<file path="src/asr_consts.vh">
// register indices, field positions, reset values and timing counts of the converter sequencer
`ifndef ASR_CONSTS_VH
`define ASR_CONSTS_VH

// register indices; byte address is four times the index
`define ASR_IDX_SEQ_CFG 6'h34
`define ASR_IDX_CTRL 6'h35
`define ASR_IDX_RESULT_LO 6'h36
`define ASR_IDX_RESULT_HI 6'h37
`define ASR_IDX_IRQ_STATUS 6'h38
`define ASR_IDX_IRQ_MASK 6'h39

// seq_cfg fields
`define ASR_CFG_MODE_HI 7
`define ASR_CFG_MODE_LO 6
`define ASR_CFG_FIRST_HI 5
`define ASR_CFG_FIRST_LO 3
`define ASR_CFG_END_HI 2
`define ASR_CFG_END_LO 0

// ctrl fields
`define ASR_CTRL_BUSY 7
`define ASR_CTRL_DONE 6
`define ASR_CTRL_IRQ_EN 5
`define ASR_CTRL_HOLD 4
`define ASR_CTRL_TRIG_HI 3
`define ASR_CTRL_TRIG_LO 2
`define ASR_CTRL_KICK 1

// result_hi fields
`define ASR_HI_RES_SEL 7
`define ASR_HI_SMP_HI 6
`define ASR_HI_SMP_LO 5
`define ASR_HI_CMP_HI 4
`define ASR_HI_CMP_LO 3

// irq status / mask bits
`define ASR_IRQ_DONE 0
`define ASR_IRQ_SEQ_END 1
`define ASR_IRQ_HOLD 2
`define ASR_IRQ_W 3

// sequencing modes
`define ASR_MODE_SINGLE0 2'h0
`define ASR_MODE_SINGLE1 2'h1
`define ASR_MODE_CONT 2'h2
`define ASR_MODE_STOP 2'h3

// phase lengths in machine cycles
`define ASR_SMP_SHORT 13'h0040
`define ASR_SMP_LONG 13'h1000
`define ASR_CMP_SHORT 13'h00B0
`define ASR_CMP_LONG 13'h0160

`define ASR_RESET_BYTE 8'h00

`endif

</file>
<file path="src/asr_phase_timer.v">
// down counter that times one sampling or compare phase
`timescale 1ns/1ns
`default_nettype none
module asr_phase_timer (
	input wire clk,
	input wire rst,
	input wire load,
	input wire abort,
	input wire [12:0] load_val,
	output reg expired
);
	reg [12:0] cnt_reg;
	reg running_reg;

	// expired pulses at the edge that ends the phase; phase lasts load_val cycles
	always @(posedge clk or posedge rst) begin
		if (rst) begin
			cnt_reg <= 13'h0000;
			running_reg <= 1'b0;
			expired <= 1'b0;
		end else begin
			expired <= 1'b0;
			if (abort) begin
				running_reg <= 1'b0;
			end else if (load) begin
				cnt_reg <= load_val - 13'h0001;
				running_reg <= 1'b1;
			end else if (running_reg) begin
				if (cnt_reg == 13'h0001) begin
					expired <= 1'b1;
					running_reg <= 1'b0;
				end else begin
					cnt_reg <= cnt_reg - 13'h0001;
				end
			end
		end
	end
endmodule
`default_nettype wire

</file>
<file path="src/asr_seq.v">
// converter sequencer: APB registers, channel sequencing, phase timing, result transfer
`timescale 1ns/1ns
`default_nettype none
`include "asr_consts.vh"
module asr_seq (
	input wire clk,
	input wire rst,
	input wire psel,
	input wire penable,
	input wire pwrite,
	input wire [7:0] paddr,
	input wire [31:0] pwdata,
	output reg [31:0] prdata,
	output reg pready,
	output reg pslverr,
	input wire ext_trig_n,
	input wire timer_trig,
	input wire xfer_service_en,
	input wire xfer_ack,
	input wire [9:0] core_result,
	output reg [2:0] core_channel,
	output reg core_sample,
	output reg core_compare,
	output reg core_res_8bit,
	output reg xfer_req,
	output reg conv_irq,
	output reg irq
);
	localparam ST_IDLE = 3'h0;
	localparam ST_SAMPLE = 3'h1;
	localparam ST_COMPARE = 3'h2;
	localparam ST_HOLD = 3'h3;
	localparam ST_PAUSE = 3'h4;

	reg [2:0] state_reg;
	reg [1:0] mode_reg;
	reg [2:0] first_reg;
	reg [2:0] end_reg;
	reg [2:0] chan_reg;
	reg busy_reg;
	reg done_reg;
	reg irq_en_reg;
	reg hold_reg;
	reg [1:0] trig_reg;
	reg res_sel_reg;
	reg [1:0] smp_code_reg;
	reg [1:0] cmp_code_reg;
	reg [7:0] result_lo_reg;
	reg [1:0] result_hi_reg;
	reg [`ASR_IRQ_W-1:0] irq_status_reg;
	reg [`ASR_IRQ_W-1:0] irq_mask_reg;
	reg ext_prev_reg;

	wire [5:0] idx;
	wire acc;
	wire wr;
	wire mapped;
	wire ext_fall;
	wire activation;
	wire force_stop;
	wire load_sample;
	wire load_compare;
	wire smp_done;
	wire cmp_done;
	wire store;
	wire [9:0] conv_value;
	wire at_end;
	wire [2:0] after_chan;
	wire [`ASR_IRQ_W-1:0] irq_events;

	// next channel, wrapping 7 to 0
	function [2:0] next_chan;
		input [2:0] c;
		begin
			next_chan = c + 3'h1;
		end
	endfunction

	// phase length from one bit of a two-bit code
	function [12:0] phase_len;
		input code_bit;
		input [12:0] short_len;
		input [12:0] long_len;
		begin
			phase_len = code_bit ? long_len : short_len;
		end
	endfunction

	assign idx = paddr[7:2];
	assign acc = psel & penable & pready;
	assign wr = acc & pwrite & ~pslverr;
	assign mapped = (idx == `ASR_IDX_SEQ_CFG) | (idx == `ASR_IDX_CTRL) |
		(idx == `ASR_IDX_RESULT_LO) | (idx == `ASR_IDX_RESULT_HI) |
		(idx == `ASR_IDX_IRQ_STATUS) | (idx == `ASR_IDX_IRQ_MASK);

	// software kick, pin falling edge (trig bit 0), timer (trig bit 1); the kick or any enabled trigger activates, none has priority
	assign ext_fall = ext_prev_reg & ~ext_trig_n;
	assign activation = (wr & (idx == `ASR_IDX_CTRL) & pwdata[`ASR_CTRL_KICK]) |
		(trig_reg[0] & ext_fall) | (trig_reg[1] & timer_trig);

	assign force_stop = wr & (idx == `ASR_IDX_CTRL) & ~pwdata[`ASR_CTRL_BUSY] & busy_reg;

	// the sequence walk only pauses in stop mode or finishes in single mode
	function seq_halts;
		input [1:0] mode;
		input last;
		begin
			seq_halts = (mode == `ASR_MODE_STOP) | (last & (mode != `ASR_MODE_CONT));
		end
	endfunction

	assign load_sample = ~force_stop & (((state_reg == ST_IDLE) & activation) |
		((state_reg == ST_PAUSE) & activation) | (store & ~seq_halts(mode_reg, at_end)));
	assign load_compare = ~force_stop & (state_reg == ST_SAMPLE) & smp_done;

	// result may be stored once the previous transfer has been taken
	assign store = ~force_stop & (((state_reg == ST_COMPARE) & cmp_done &
		~(xfer_service_en & xfer_req & ~xfer_ack)) |
		((state_reg == ST_HOLD) & (~xfer_req | xfer_ack)));

	assign conv_value = res_sel_reg ? {2'h0, core_result[7:0]} : core_result;
	assign at_end = (chan_reg == end_reg);
	assign after_chan = at_end ? first_reg : next_chan(chan_reg);

	assign irq_events[`ASR_IRQ_DONE] = store;
	assign irq_events[`ASR_IRQ_SEQ_END] = store & at_end;
	assign irq_events[`ASR_IRQ_HOLD] = (state_reg == ST_COMPARE) & cmp_done & ~store &
		~force_stop;

	asr_phase_timer u_smp_timer (
		.clk(clk),
		.rst(rst),
		.load(load_sample),
		.abort(force_stop),
		.load_val(phase_len(smp_code_reg[1], `ASR_SMP_SHORT, `ASR_SMP_LONG)),
		.expired(smp_done)
	);

	asr_phase_timer u_cmp_timer (
		.clk(clk),
		.rst(rst),
		.load(load_compare),
		.abort(force_stop),
		.load_val(phase_len(cmp_code_reg[0], `ASR_CMP_SHORT, `ASR_CMP_LONG)),
		.expired(cmp_done)
	);

	// sequencer state machine
	always @(posedge clk or posedge rst) begin
		if (rst) begin
			state_reg <= ST_IDLE;
			chan_reg <= 3'h0;
			busy_reg <= 1'b0;
			hold_reg <= 1'b0;
		end else if (force_stop) begin
			state_reg <= ST_IDLE;
			busy_reg <= 1'b0;
			hold_reg <= 1'b0;
		end else begin
			case (state_reg)
				ST_IDLE: begin
					if (activation) begin
						busy_reg <= 1'b1;
						chan_reg <= first_reg;
						state_reg <= ST_SAMPLE;
					end
				end
				ST_SAMPLE: begin
					if (smp_done) begin
						state_reg <= ST_COMPARE;
					end
				end
				ST_COMPARE, ST_HOLD: begin
					if (store) begin
						hold_reg <= 1'b0;
						chan_reg <= after_chan;
						if (mode_reg == `ASR_MODE_STOP) begin
							state_reg <= ST_PAUSE;
						end else if (at_end & (mode_reg != `ASR_MODE_CONT)) begin
							state_reg <= ST_IDLE;
							busy_reg <= 1'b0;
						end else begin
							state_reg <= ST_SAMPLE;
						end
					end else if (cmp_done) begin
						state_reg <= ST_HOLD;
						hold_reg <= 1'b1;
					end
				end
				ST_PAUSE: begin
					if (activation) begin
						state_reg <= ST_SAMPLE;
					end
				end
				default: begin
					state_reg <= ST_IDLE;
				end
			endcase
		end
	end

	// configuration and flags written by software
	always @(posedge clk or posedge rst) begin
		if (rst) begin
			mode_reg <= 2'h0;
			first_reg <= 3'h0;
			end_reg <= 3'h0;
			irq_en_reg <= 1'b0;
			trig_reg <= 2'h0;
			res_sel_reg <= 1'b0;
			smp_code_reg <= 2'h0;
			cmp_code_reg <= 2'h1;
			irq_mask_reg <= {`ASR_IRQ_W{1'b0}};
			ext_prev_reg <= 1'b1;
		end else begin
			ext_prev_reg <= ext_trig_n;
			if (wr & (idx == `ASR_IDX_SEQ_CFG)) begin
				mode_reg <= pwdata[`ASR_CFG_MODE_HI:`ASR_CFG_MODE_LO];
				first_reg <= pwdata[`ASR_CFG_FIRST_HI:`ASR_CFG_FIRST_LO];
				end_reg <= pwdata[`ASR_CFG_END_HI:`ASR_CFG_END_LO];
			end
			if (wr & (idx == `ASR_IDX_CTRL)) begin
				irq_en_reg <= pwdata[`ASR_CTRL_IRQ_EN];
				trig_reg <= pwdata[`ASR_CTRL_TRIG_HI:`ASR_CTRL_TRIG_LO];
			end
			if (wr & (idx == `ASR_IDX_RESULT_HI)) begin
				res_sel_reg <= pwdata[`ASR_HI_RES_SEL];
				smp_code_reg <= pwdata[`ASR_HI_SMP_HI:`ASR_HI_SMP_LO];
				cmp_code_reg <= pwdata[`ASR_HI_CMP_HI:`ASR_HI_CMP_LO];
			end
			if (wr & (idx == `ASR_IDX_IRQ_MASK)) begin
				irq_mask_reg <= pwdata[`ASR_IRQ_W-1:0];
			end
		end
	end

	// results, done flag, transfer request, interrupt status
	always @(posedge clk or posedge rst) begin
		if (rst) begin
			result_lo_reg <= 8'h00;
			result_hi_reg <= 2'h0;
			done_reg <= 1'b0;
			xfer_req <= 1'b0;
			irq_status_reg <= {`ASR_IRQ_W{1'b0}};
		end else begin
			if (store) begin
				result_lo_reg <= conv_value[7:0];
				result_hi_reg <= conv_value[9:8];
			end
			// set wins over a clear by write or transfer acknowledge
			if (store) begin
				done_reg <= 1'b1;
			end else if (xfer_ack |
				(wr & (idx == `ASR_IDX_CTRL) & ~pwdata[`ASR_CTRL_DONE])) begin
				done_reg <= 1'b0;
			end
			if (store & irq_en_reg & xfer_service_en) begin
				xfer_req <= 1'b1;
			end else if (xfer_ack) begin
				xfer_req <= 1'b0;
			end
			irq_status_reg <= irq_events | (irq_status_reg &
				~((wr & (idx == `ASR_IDX_IRQ_STATUS)) ?
				pwdata[`ASR_IRQ_W-1:0] : {`ASR_IRQ_W{1'b0}}));
		end
	end

	// outputs toward the analog core and the interrupt controller
	always @(posedge clk or posedge rst) begin
		if (rst) begin
			core_channel <= 3'h0;
			core_sample <= 1'b0;
			core_compare <= 1'b0;
			core_res_8bit <= 1'b0;
			conv_irq <= 1'b0;
			irq <= 1'b0;
		end else begin
			core_channel <= chan_reg;
			core_sample <= (state_reg == ST_SAMPLE);
			core_compare <= (state_reg == ST_COMPARE);
			core_res_8bit <= res_sel_reg;
			conv_irq <= done_reg & irq_en_reg;
			irq <= |(irq_status_reg & irq_mask_reg);
		end
	end

	// APB slave: one wait state, answer in the second access cycle
	always @(posedge clk or posedge rst) begin
		if (rst) begin
			pready <= 1'b0;
			pslverr <= 1'b0;
			prdata <= 32'h00000000;
		end else begin
			pready <= psel & penable & ~pready;
			pslverr <= psel & penable & ~pready & ~mapped;
			prdata <= 32'h00000000;
			if (psel & penable & ~pready & ~pwrite) begin
				case (idx)
					`ASR_IDX_SEQ_CFG: begin
						prdata[7:0] <= {mode_reg, (busy_reg ? chan_reg : first_reg), end_reg};
					end
					`ASR_IDX_CTRL: begin
						prdata[7:0] <= {busy_reg, done_reg, irq_en_reg, hold_reg,
							trig_reg, 2'h0};
					end
					`ASR_IDX_RESULT_LO: begin
						prdata[7:0] <= result_lo_reg;
					end
					`ASR_IDX_RESULT_HI: begin
						prdata[7:0] <= {6'h00, result_hi_reg};
					end
					`ASR_IDX_IRQ_STATUS: begin
						prdata[`ASR_IRQ_W-1:0] <= irq_status_reg;
					end
					`ASR_IDX_IRQ_MASK: begin
						prdata[`ASR_IRQ_W-1:0] <= irq_mask_reg;
					end
					default: begin
						prdata <= 32'h00000000;
					end
				endcase
			end
		end
	end
endmodule
`default_nettype wire

</file>
<file path="config.mk">
export PLATFORM = sky130hd
export DESIGN_NAME = asr_seq
export DESIGN_NICKNAME = d
export VERILOG_FILES = /design/src/asr_phase_timer.v /design/src/asr_seq.v
export VERILOG_INCLUDE_DIRS = /design/src /design/src/src
export SDC_FILE = /design/constraint.sdc
export NUM_CORES = 1
export LEC_CHECK = 0
export ABC_CLOCK_PERIOD_IN_PS = 4900
export BUFFER_PORTS_ARGS = -buffer_cell sky130_fd_sc_hd__buf_2
export CORE_MARGIN = 3
export CORE_UTILIZATION = 58
export DETAILED_ROUTE_END_ITERATION = 16
export GPL_ROUTABILITY_DRIVEN = 0
export PLACE_DENSITY = 0.85
export SYNTH_ARGS = -nofsm -noshare
export SYNTH_HDL_FRONTEND = slang
export SYNTH_SLANG_ARGS = --single-unit
</file>
<file path="constraint.sdc">
create_clock -name clk -period 4.9 [get_ports clk]
set_input_delay 0.245 -clock clk [delete_from_list [all_inputs] [get_ports clk]]
set_output_delay 0.245 -clock clk [all_outputs]
set_load 0.02 [all_outputs]
</file>
## Word level (Yosys, flattened, before mapping)

Cells that the tools add are included.

| word-level totals | value |
|---|---|
| register bits | 114 |
| word-level logic and storage cells | 207 |

| operators by class | value |
|---|---|
| add/subtract/negate cells | 5 |
| equal/unequal tests | 26 |
| mux-type cells | 56 |
| bitwise gates (word level) | 68 |
| reduce and logical (&&, ||, !) cells | 18 |

Operator list:

| cell | count |
|---|---|
| $mux W13 | 7 |
| $sub A13 B1 Y13 const B | 3 |
| $and A1 B1 Y1 | 38 |
| $eq A6 B6 Y1 const B | 6 |
| $mux W3 | 11 |
| $mux W1 | 30 |
| $eq A13 B1 Y1 const B | 2 |
| $pmux W3 S6 | 1 |
| $pmux W5 S3 | 1 |
| $not A1 Y1 | 13 |
| $or A1 B1 Y1 | 13 |
| $ne A3 B3 Y1 const B | 4 |
| $reduce_bool A2 Y1 | 6 |
| $mux W10 | 1 |
| $ne A2 B2 Y1 const B | 5 |
| $sub A9 B1 Y10 const B | 1 |
| $mux W9 | 1 |
| $pmux W3 S3 | 1 |
| $reduce_and A3 Y1 | 3 |
| $mux W8 | 1 |
| $and A3 B3 Y3 | 2 |
| $eq A3 B2 Y1 const B | 2 |
| $pmux W3 S2 | 1 |
| $reduce_bool A3 Y1 | 2 |
| 17 further kinds | 18 |

## Depth between registers and ports, before layout

Gate-level depths: netlist of run 1.

| depth | value |
|---|---|
| depth after elaboration | 14 |
| depth in mapped cells | 9 |
| gate-level depth less buffers | 8 |

## Modules after synthesis

A second synthesis of run 1 with hierarchy kept.

| unflattened totals | value |
|---|---|
| cells, all modules | 578 |
| area, all modules | 5,370.2 µm² |

Modules (own cells, without submodules):

| module | times used | cells an instance | area an instance (µm²) |
|---|---|---|---|
| asr_seq | 1 | 296 | 3,007.9 |
| asr_phase_timer | 2 | 141 | 1,181.1 |

## Worst setup path before layout of run 1

No wires, ideal clock.

| timing path | value |
|---|---|
| path kind | register to register |
| from | register u_cmp_timer.cnt_reg[1] |
| to | register u_cmp_timer.cnt_reg[7] |
| setup time | 137 ps |
| arrival time | 1,990 ps |
| slack | 2,773 ps |
| stages on the path, launching flop included | 10 |
| path buffers | 1 |
| period minus slack after synthesis | 2,127 ps |
| path through | dfrtp_1 > inv_1 > ha_1 > or4b_2 > or3_4 > nand3_2 > buf_6 > nor3_1 > xnor2_1 > a21oi_1 |

| on the way | value |
|---|---|
| word-level cells in the longest chain between the ends | 4 |
| elaborated cells on any way between the ends | 7 |

RTL lines:

| item | RTL line | source |
|---|---|---|
| from (decl) | asr_phase_timer.v:12 | `reg [12:0] cnt_reg;` |
| from (signal assigned) | asr_phase_timer.v:26 | `cnt_reg <= load_val - 13'h0001;` |
| from (signal assigned) | asr_phase_timer.v:33 | `cnt_reg <= cnt_reg - 13'h0001;` |
| $sub A13 B1 Y13 | asr_phase_timer.v:33 |  |
| $mux W13 | asr_phase_timer.v:29 | `if (cnt_reg == 13'h0001) begin` |
| $mux W13 | asr_phase_timer.v:28 | `end else if (running_reg) begin` |
| $mux W13 | asr_phase_timer.v:25 | `end else if (load) begin` |

Several ways; a longest one is shown, not always the timed one. The select of a mux whose other input is x is not followed.
A chain may end at the register's enable or synchronous reset.

## Worst setup path in the final report of run 1

| timing path | value |
|---|---|
| from | register busy_reg |
| to | register u_smp_timer.cnt_reg[6] |

| on the way | value |
|---|---|
| word-level cells in the longest chain between the ends | 8 |
| elaborated cells on any way between the ends | 10 |

RTL lines:

| item | RTL line | source |
|---|---|---|
| from (decl) | asr_seq.v:40 | `reg busy_reg;` |
| from (signal assigned) | asr_seq.v:153 | `busy_reg <= 1'b0;` |
| from (signal assigned) | asr_seq.v:157 | `busy_reg <= 1'b0;` |
| from (signal assigned) | asr_seq.v:163 | `busy_reg <= 1'b1;` |
| $and A1 B1 Y1 (*) | asr_seq.v:101 | `` assign force_stop = wr & (idx == `ASR_IDX_CTRL) & ~pwdata[`ASR_CTRL_BUSY] & busy_reg; `` |
| $not A1 Y1 (no line) (*) | - |  |
| $and A1 B1 Y1 | asr_seq.v:117 | `assign store = ~force_stop & (((state_reg == ST_COMPARE) & cmp_done &` |
| $and A1 B1 Y1 | asr_seq.v:113 | `((state_reg == ST_PAUSE) & activation) \| (store & ~seq_halts(mode_reg, at_end)));` |
| $or A1 B1 Y1 | asr_seq.v:113 |  |
| $and A1 B1 Y1 | asr_seq.v:112 | `assign load_sample = ~force_stop & (((state_reg == ST_IDLE) & activation) \|` |
| $ne A2 B2 Y1 (no line) or $reduce_bool A2 Y1 (tied branches) | - |  |
| $reduce_and A3 Y1 (no line) | - |  |
| to (signal assigned) | asr_phase_timer.v:26 |  |
| to (signal assigned) | asr_phase_timer.v:33 |  |
| to (decl) | asr_phase_timer.v:12 |  |

Mark *: on every way between the ends. The rest lies on a longest branch, timed or not.

==> metrics, run 1 <==
WL/cell approximately 16 um; HPWL after detailed placement 6919 um; Leak 2.429 nW; setup ws final roughly 1.9 ns; top cell type's share of synthesized area between 40% and 50%; actual slew at the worst max-slew pin ~1.1 ns; FMAX between 300 and 400 MHz; WHS Path Cells 3; pwr dens ~260 nW/um^2; First-pass DRT Iterations 5; Setup Skew 0.01099 ns; r2r endpoint u_smp_timer.cnt_reg[6]$_DFFE_PP0P_; WL final about 9600 um; final setup violation count 0; Die Span X a little over 90 um; status completed; CTS sink count 89; Synth area leaders dfrtp_1 49%, nand2_1 5.6%, mux2_2 4.3%; Starting DRT DRC Count approximately 260; Mean Syn Cell Area 9.970 um^2; final-layout fill cell count between 500 and 600; Crit Path Class reg -> reg; RSZ-0062 raised after global routing no; NetSw 0.3296 mW; most frequent cells in the layout 87 x dfrtp_1, 66 x nand2_1, 51 x buf_2; ANT cells 0; class of the worst hold path in -> reg; clock network fraction of total power a little over a third; TritonCTS clock tree done; final core utilization approximately two thirds; max-cap viol count 0; Synth Register Bits 89; CORE AREA 7331 um^2; Port-buffer cells around 50; ys async rst share 100.0%; clk_lat worst skew ~0.36 ns; hold worst-path end result_lo_reg[5]$_DFFE_PP0P_; Mapped Cells 446; Startpoint Class flop; Clock Path Buffers 2; Worst Reg-to-Reg Cells 5; crit end category flop; Post-Layout Cell Count about 600; H-Tree Depth 3; Net Sw Frac about a quarter; share of cells above drive strength 1 slightly below 20%; VDD IR max about 0.00017 V; CTS Buf Count 9; Starting Density between 60% and 70%; Critical Path RT 5.17 ns; Placed Instances 581; DRT antenna net count 0; final net count around 560; Synth Flop Type dfrtp_1; Netlist cell types slightly below 60; hold_sp core_result[5]; vias in the first global route between 3,000 and 4,000; minimum clock period around 3.0 ns; Post-synth EDFFs 0; final worst-path cycle share 61.72%; Area growth, synth to finish 9.454%; commonest non-fill, non-tap cell in the layout dfrtp_1; clock root cell clkbuf_8; Global Route Usage Sum 22.98%; Yosys Warn Count 0; Pint 0.9438 mW; pin count of the biggest net entering global routing 60; antenna violations before repair 0; residual DRC count 0; Congestion Overflow GR 0; first-pass GRT wire length approximately 16,000 um; r2r setup slk 1.88 ns; Via density a little under 6; Via Count between 3,000 and 4,000; Comb pwr share between 5 and 6%; post-route setup TNS 0 ns; die height 93.56 um; Clock transition at path regs roughly 0.1 ns; FP Rows 31; Critical Path Fanout Max 15; WP data arrival 3.30 ns; Hold Vio Cnt, Final 0; Synth area leader dfrtp_1; RR Startpoint busy_reg$_DFFE_PP0P_; relative slew slack roughly 29%; die area 8753 um^2; pre-CTS setup slack 1.950 ns; sequential area share after synthesis between 50% and 60%; num ports 102; Synth Cell Area between 4000 and 5000 um^2; Seq pwr share around three fifths; Final Slew Violations 0
[logic make-up after synthesis]
family                     Yosys count  share of synthesized area [%]
AOI/OAI and AO/OA                   65                          9.342
xor gates and xnor gates            25                          4.924
adders and majority gates            5                          1.407
buffers and inverters               49                          6.500
DFF                                 89                          50.14
muxes                               24                          5.881
other                                1                        0.08433
and+or+nand+nor                    188                          21.72
[area by class of cell]
cell class	count	area (um^2)	share of cell area (%)
clock buffer	9	123.9	2.545
clock inverter	7	53.80	1.105
inverter	10	38.79	0.7969
multi-input combinational	331	2014	41.39
sequential	89	2230	45.81
tap	99	123.9	2.545
timing repair buffer	54	282.8	5.810
[synth_stat cells (all sizes together), types with 2 or more instances]
cell      n
nand3     7
buf      33
nand2    66
o41ai     2
ha        5
o22ai     2
xnor2    19
mux2     17
mux2i     7
o2bb2ai   2
nand4     2
a22o      2
nor2     36
or2       2
nand4b    2
nor2b     6
nor4b     2
dfstp     2
or3       8
nand2b    3
inv      10
and2      5
o211ai    5
a22oi     6
o21ai    13
dfrtp    87
a31oi     5
clkbuf    6
xor2      6
nand3b    3
nor4     10
nor3     18
and4      3
and3      2
nor3b     3
or4       6
a21oi    20
[worst max path at each step]
stage	cells after the start	startpoint	end
after CTS	5	busy_reg$_DFFE_PP0P_	u_smp_timer.cnt_reg[6]$_DFFE_PP0P_
final	5	busy_reg$_DFFE_PP0P_	u_smp_timer.cnt_reg[6]$_DFFE_PP0P_
after global placement	5	busy_reg$_DFFE_PP0P_	u_smp_timer.cnt_reg[8]$_DFFE_PP0P_
after floorplan	1	rst	busy_reg$_DFFE_PP0P_
after detailed placement	5	busy_reg$_DFFE_PP0P_	u_smp_timer.cnt_reg[8]$_DFFE_PP0P_
after global routing	5	busy_reg$_DFFE_PP0P_	u_smp_timer.cnt_reg[10]$_DFFE_PP0P_
[power by group through the flow]
stage / clock network [mW] / registers [mW] / logic, mW
floorplan: 0 / 0.755 / 0.0558
global placement: 0 / 0.754 / 0.0663
detailed placement: 0 / 0.754 / 0.0681
CTS: 0.466 / 0.740 / 0.0695
global route: 0.503 / 0.741 / 0.0770
finish: 0.464 / 0.740 / 0.0698
[per-layer routing]
metal	global-route usage [%]	wire length (um)	vias to the layer above
li1	-	-	1620
met1	32.12	4151	1698
met2	35.80	4584	159
met3	3.781	639	29
met4	9.627	252	0
met5	0	0	-
[critical path, stage by stage (launching register included)]
cell,delay (ns)
dfrtp_1,0.51
nor4bb_1,0.43
nand4_1,0.55
a21oi_1,1.01
nor2_1,0.26
a21oi_1,0.19
[stage by stage]
stage          hold WS [ns]  power (mW)  cell area, um^2
2_1_floorplan        0.2495      0.8110             4533
3_3_place_gp         0.2860      0.8208             4669
4_1_cts             0.06662       1.275             4867
5_1_grt             0.06322       1.320             4867
6_report            0.06980       1.273             4867
3_5_place_dp         0.2974      0.8226             4669
[what timing repair did]
item / in CTS / in global routing
resized for setup: 0 / 0
endpoints found under the hold margin: 30 / 0
buffers inserted: 0 / 0
hold buffers: 2 / 0
No activity file was read; power rests on OpenSTA's default activity.
==> run 2, diff against run 1 <==
- ABC_CLOCK_PERIOD_IN_PS: 4900 -> 2580
- CORE_UTILIZATION: 58 -> 49
- PLACE_DENSITY: 0.85 -> 0.76
- clock period: 4.9 -> 2.58 ns (I/O delays scaled with it)
==> run 2 against run 1 <==
Routed wire length is 0.58% higher. Clock-buffer cell count is 1 higher. Critical path depth increased by 3. First-iteration DRC count decreased by 14%. Hold slack worse by 0.061 ns. Register-to-register slack lost 1.6 ns. Sequential share of layout area decreased by 1.8 points. Cell area grew 4.1%. Largest power group unchanged.
==> metrics, run 2 (synthesis gave the netlist of run 1 again) <==
TritonCTS clock tree done; die area 10,250 um^2; post-CTS sizing 0; Critical Path Fanout Max 5; CTS Buf Count 9; Global Route Usage Sum between 10% and 20%; most frequent cells in the layout 87 x dfrtp_1, 66 x nand2_1, 51 x buf_2; Post-CTS Setup Bufs 0; Hold Vio Cnt, Final 0; CORE AREA 8763 um^2; Tot Pwr around 2.6 mW; hold worst-path end result_hi_reg[1]$_DFFE_PP0P_; Critical Path RT ~2.8 ns; Starting DRT DRC Count between 200 and 250; pin count of the biggest net entering global routing 90; ANT cells 0; relative slew slack 40.33%; r2r endpoint u_cmp_timer.cnt_reg[8]$_DFFE_PP0P_; post-route setup TNS 0 ns; Leak roughly 2.5 nW; actual slew at the worst max-slew pin approximately 0.89 ns; first-pass GRT wire length 15,930 um; residual DRC count 0; FP Rows 34; Post-Place Cell Area 4738 um^2; class of the worst hold path in -> reg; WL/cell between 15 and 20 um; First-pass DRT Iterations 5; Congestion Overflow GR 0; Starting Density 50.74%; final non-filler cell area between 5000 and 6000 um^2; Final Slew Violations 0; vias in the first global route between 3,000 and 4,000; FMAX about 440 MHz; HPWL after detailed placement between 7000 and 8000 um; H-Tree Depth 3; Startpoint Class flop; Crit Path Class reg -> reg; clock root cell clkbuf_8; crit end category flop; final net count about 570; antenna violations before repair 0; Placed Instances approximately 600; final setup violation count 0; WL final around 9700 um; DRT antenna net count 0; WHS Path Cells 3; Worst Reg-to-Reg Cells 8; Die Span X between 100 and 150 um; WP data arrival around 2.5 ns; share of cells above drive strength 1 about a fifth; max-cap viol count 0; CTS Hold Bufs 10; Area growth, synth to finish 13.96%; Clock Path Buffers 2; num ports just over 100; VDD IR max 0.0003280 V; RR Startpoint u_cmp_timer.cnt_reg[1]$_DFFE_PP0P_; RSZ-0062 raised after global routing no; minimum clock period roughly 2.3 ns; final worst-path cycle share between 80% and 90%; Clock transition at path regs 0.09 ns; hold_sp core_result[9]; CTS sink count a little under 90; Via Count around 3,400; pwr dens ~520 nW/um^2; Post-Layout Cell Count 622; Port-buffer cells a little over 50; r2r setup slk 0.31 ns; clk_lat worst skew roughly 0.36 ns; final-layout fill cell count 754; Via density ~5.5; commonest non-fill, non-tap cell in the layout dfrtp_1; status completed; die height between 100 and 150 um; Setup Skew 0.01098 ns; Setup crit start u_cmp_timer.cnt_reg[1]$_DFFE_PP0P_
[run 2: cell types whose count changed in the layout (fill, tap and decap cells not counted), sizes merged]
cell | previous run | this run
clkinvlp | 0 | 3
clkbuf | 9 | 10
dlygate4sd3 | 2 | 10
inv | 11 | 9
buf | 52 | 58
clkinv | 6 | 2
bufinv | 0 | 2
[run 2: worst max-delay path by stage]
stage / cells after the start / to
after global routing: 8 / u_cmp_timer.cnt_reg[8]$_DFFE_PP0P_
after global placement: 8 / u_cmp_timer.cnt_reg[6]$_DFFE_PP0P_
after detailed placement: 8 / u_cmp_timer.cnt_reg[6]$_DFFE_PP0P_
after CTS: 8 / u_cmp_timer.cnt_reg[8]$_DFFE_PP0P_
after floorplan: 1 / busy_reg$_DFFE_PP0P_
final: 8 / u_cmp_timer.cnt_reg[8]$_DFFE_PP0P_
[run 2: worst max-delay path: stages, from the launching register on]
cell,delay [ns]
dfrtp_1,0.40
inv_1,0.08
ha_1,0.13
or4b_2,0.58
or3_4,0.42
nand4_1,0.22
nor2_1,0.08
xnor2_1,0.15
a21oi_1,0.08
[run 2: layout make-up]
class                           count  area, um^2  area share (%)
Tap cell                          108       135.1           2.667
Clock inverter                      6       91.34           1.802
Sequential cell                    89        2230           44.00
Clock buffer                       10       137.6           2.716
Timing Repair Buffer               68       420.4           8.296
Inverter                           10       38.79          0.7654
Multi-Input combinational cell    331        2014           39.75
[run 2: report_power, final]
part / internal (mW) / switching [mW] / leakage, nW
logic: 0.0439 / 0.100 / 1.20
clock network: 0.573 / 0.503 / 0.105
registers: 1.40 / 0.00551 / 1.20
total: 2.02 / 0.608 / 2.51
[run 2: layer usage]
layer	up-vias	share of wire [%]	global-route usage, %
met4	0	0.77	6.953
met5	-	0	0
met2	119	49	30.99
met3	8	5.3	3.030
met1	1672	45	27.50
li1	1646	-	-
[run 2: per-stage QoR]
stage               setup WS (ns)  hold WS [ns]  util (%)
finish                     0.3069      0.008742     57.82
global route               0.1414      0.001249     57.82
CTS                        0.2892     0.0001086     57.82
detailed placement         0.3272        0.2555     54.07
global placement           0.3509        0.2546     54.07
floorplan                  0.1474        0.1335         -
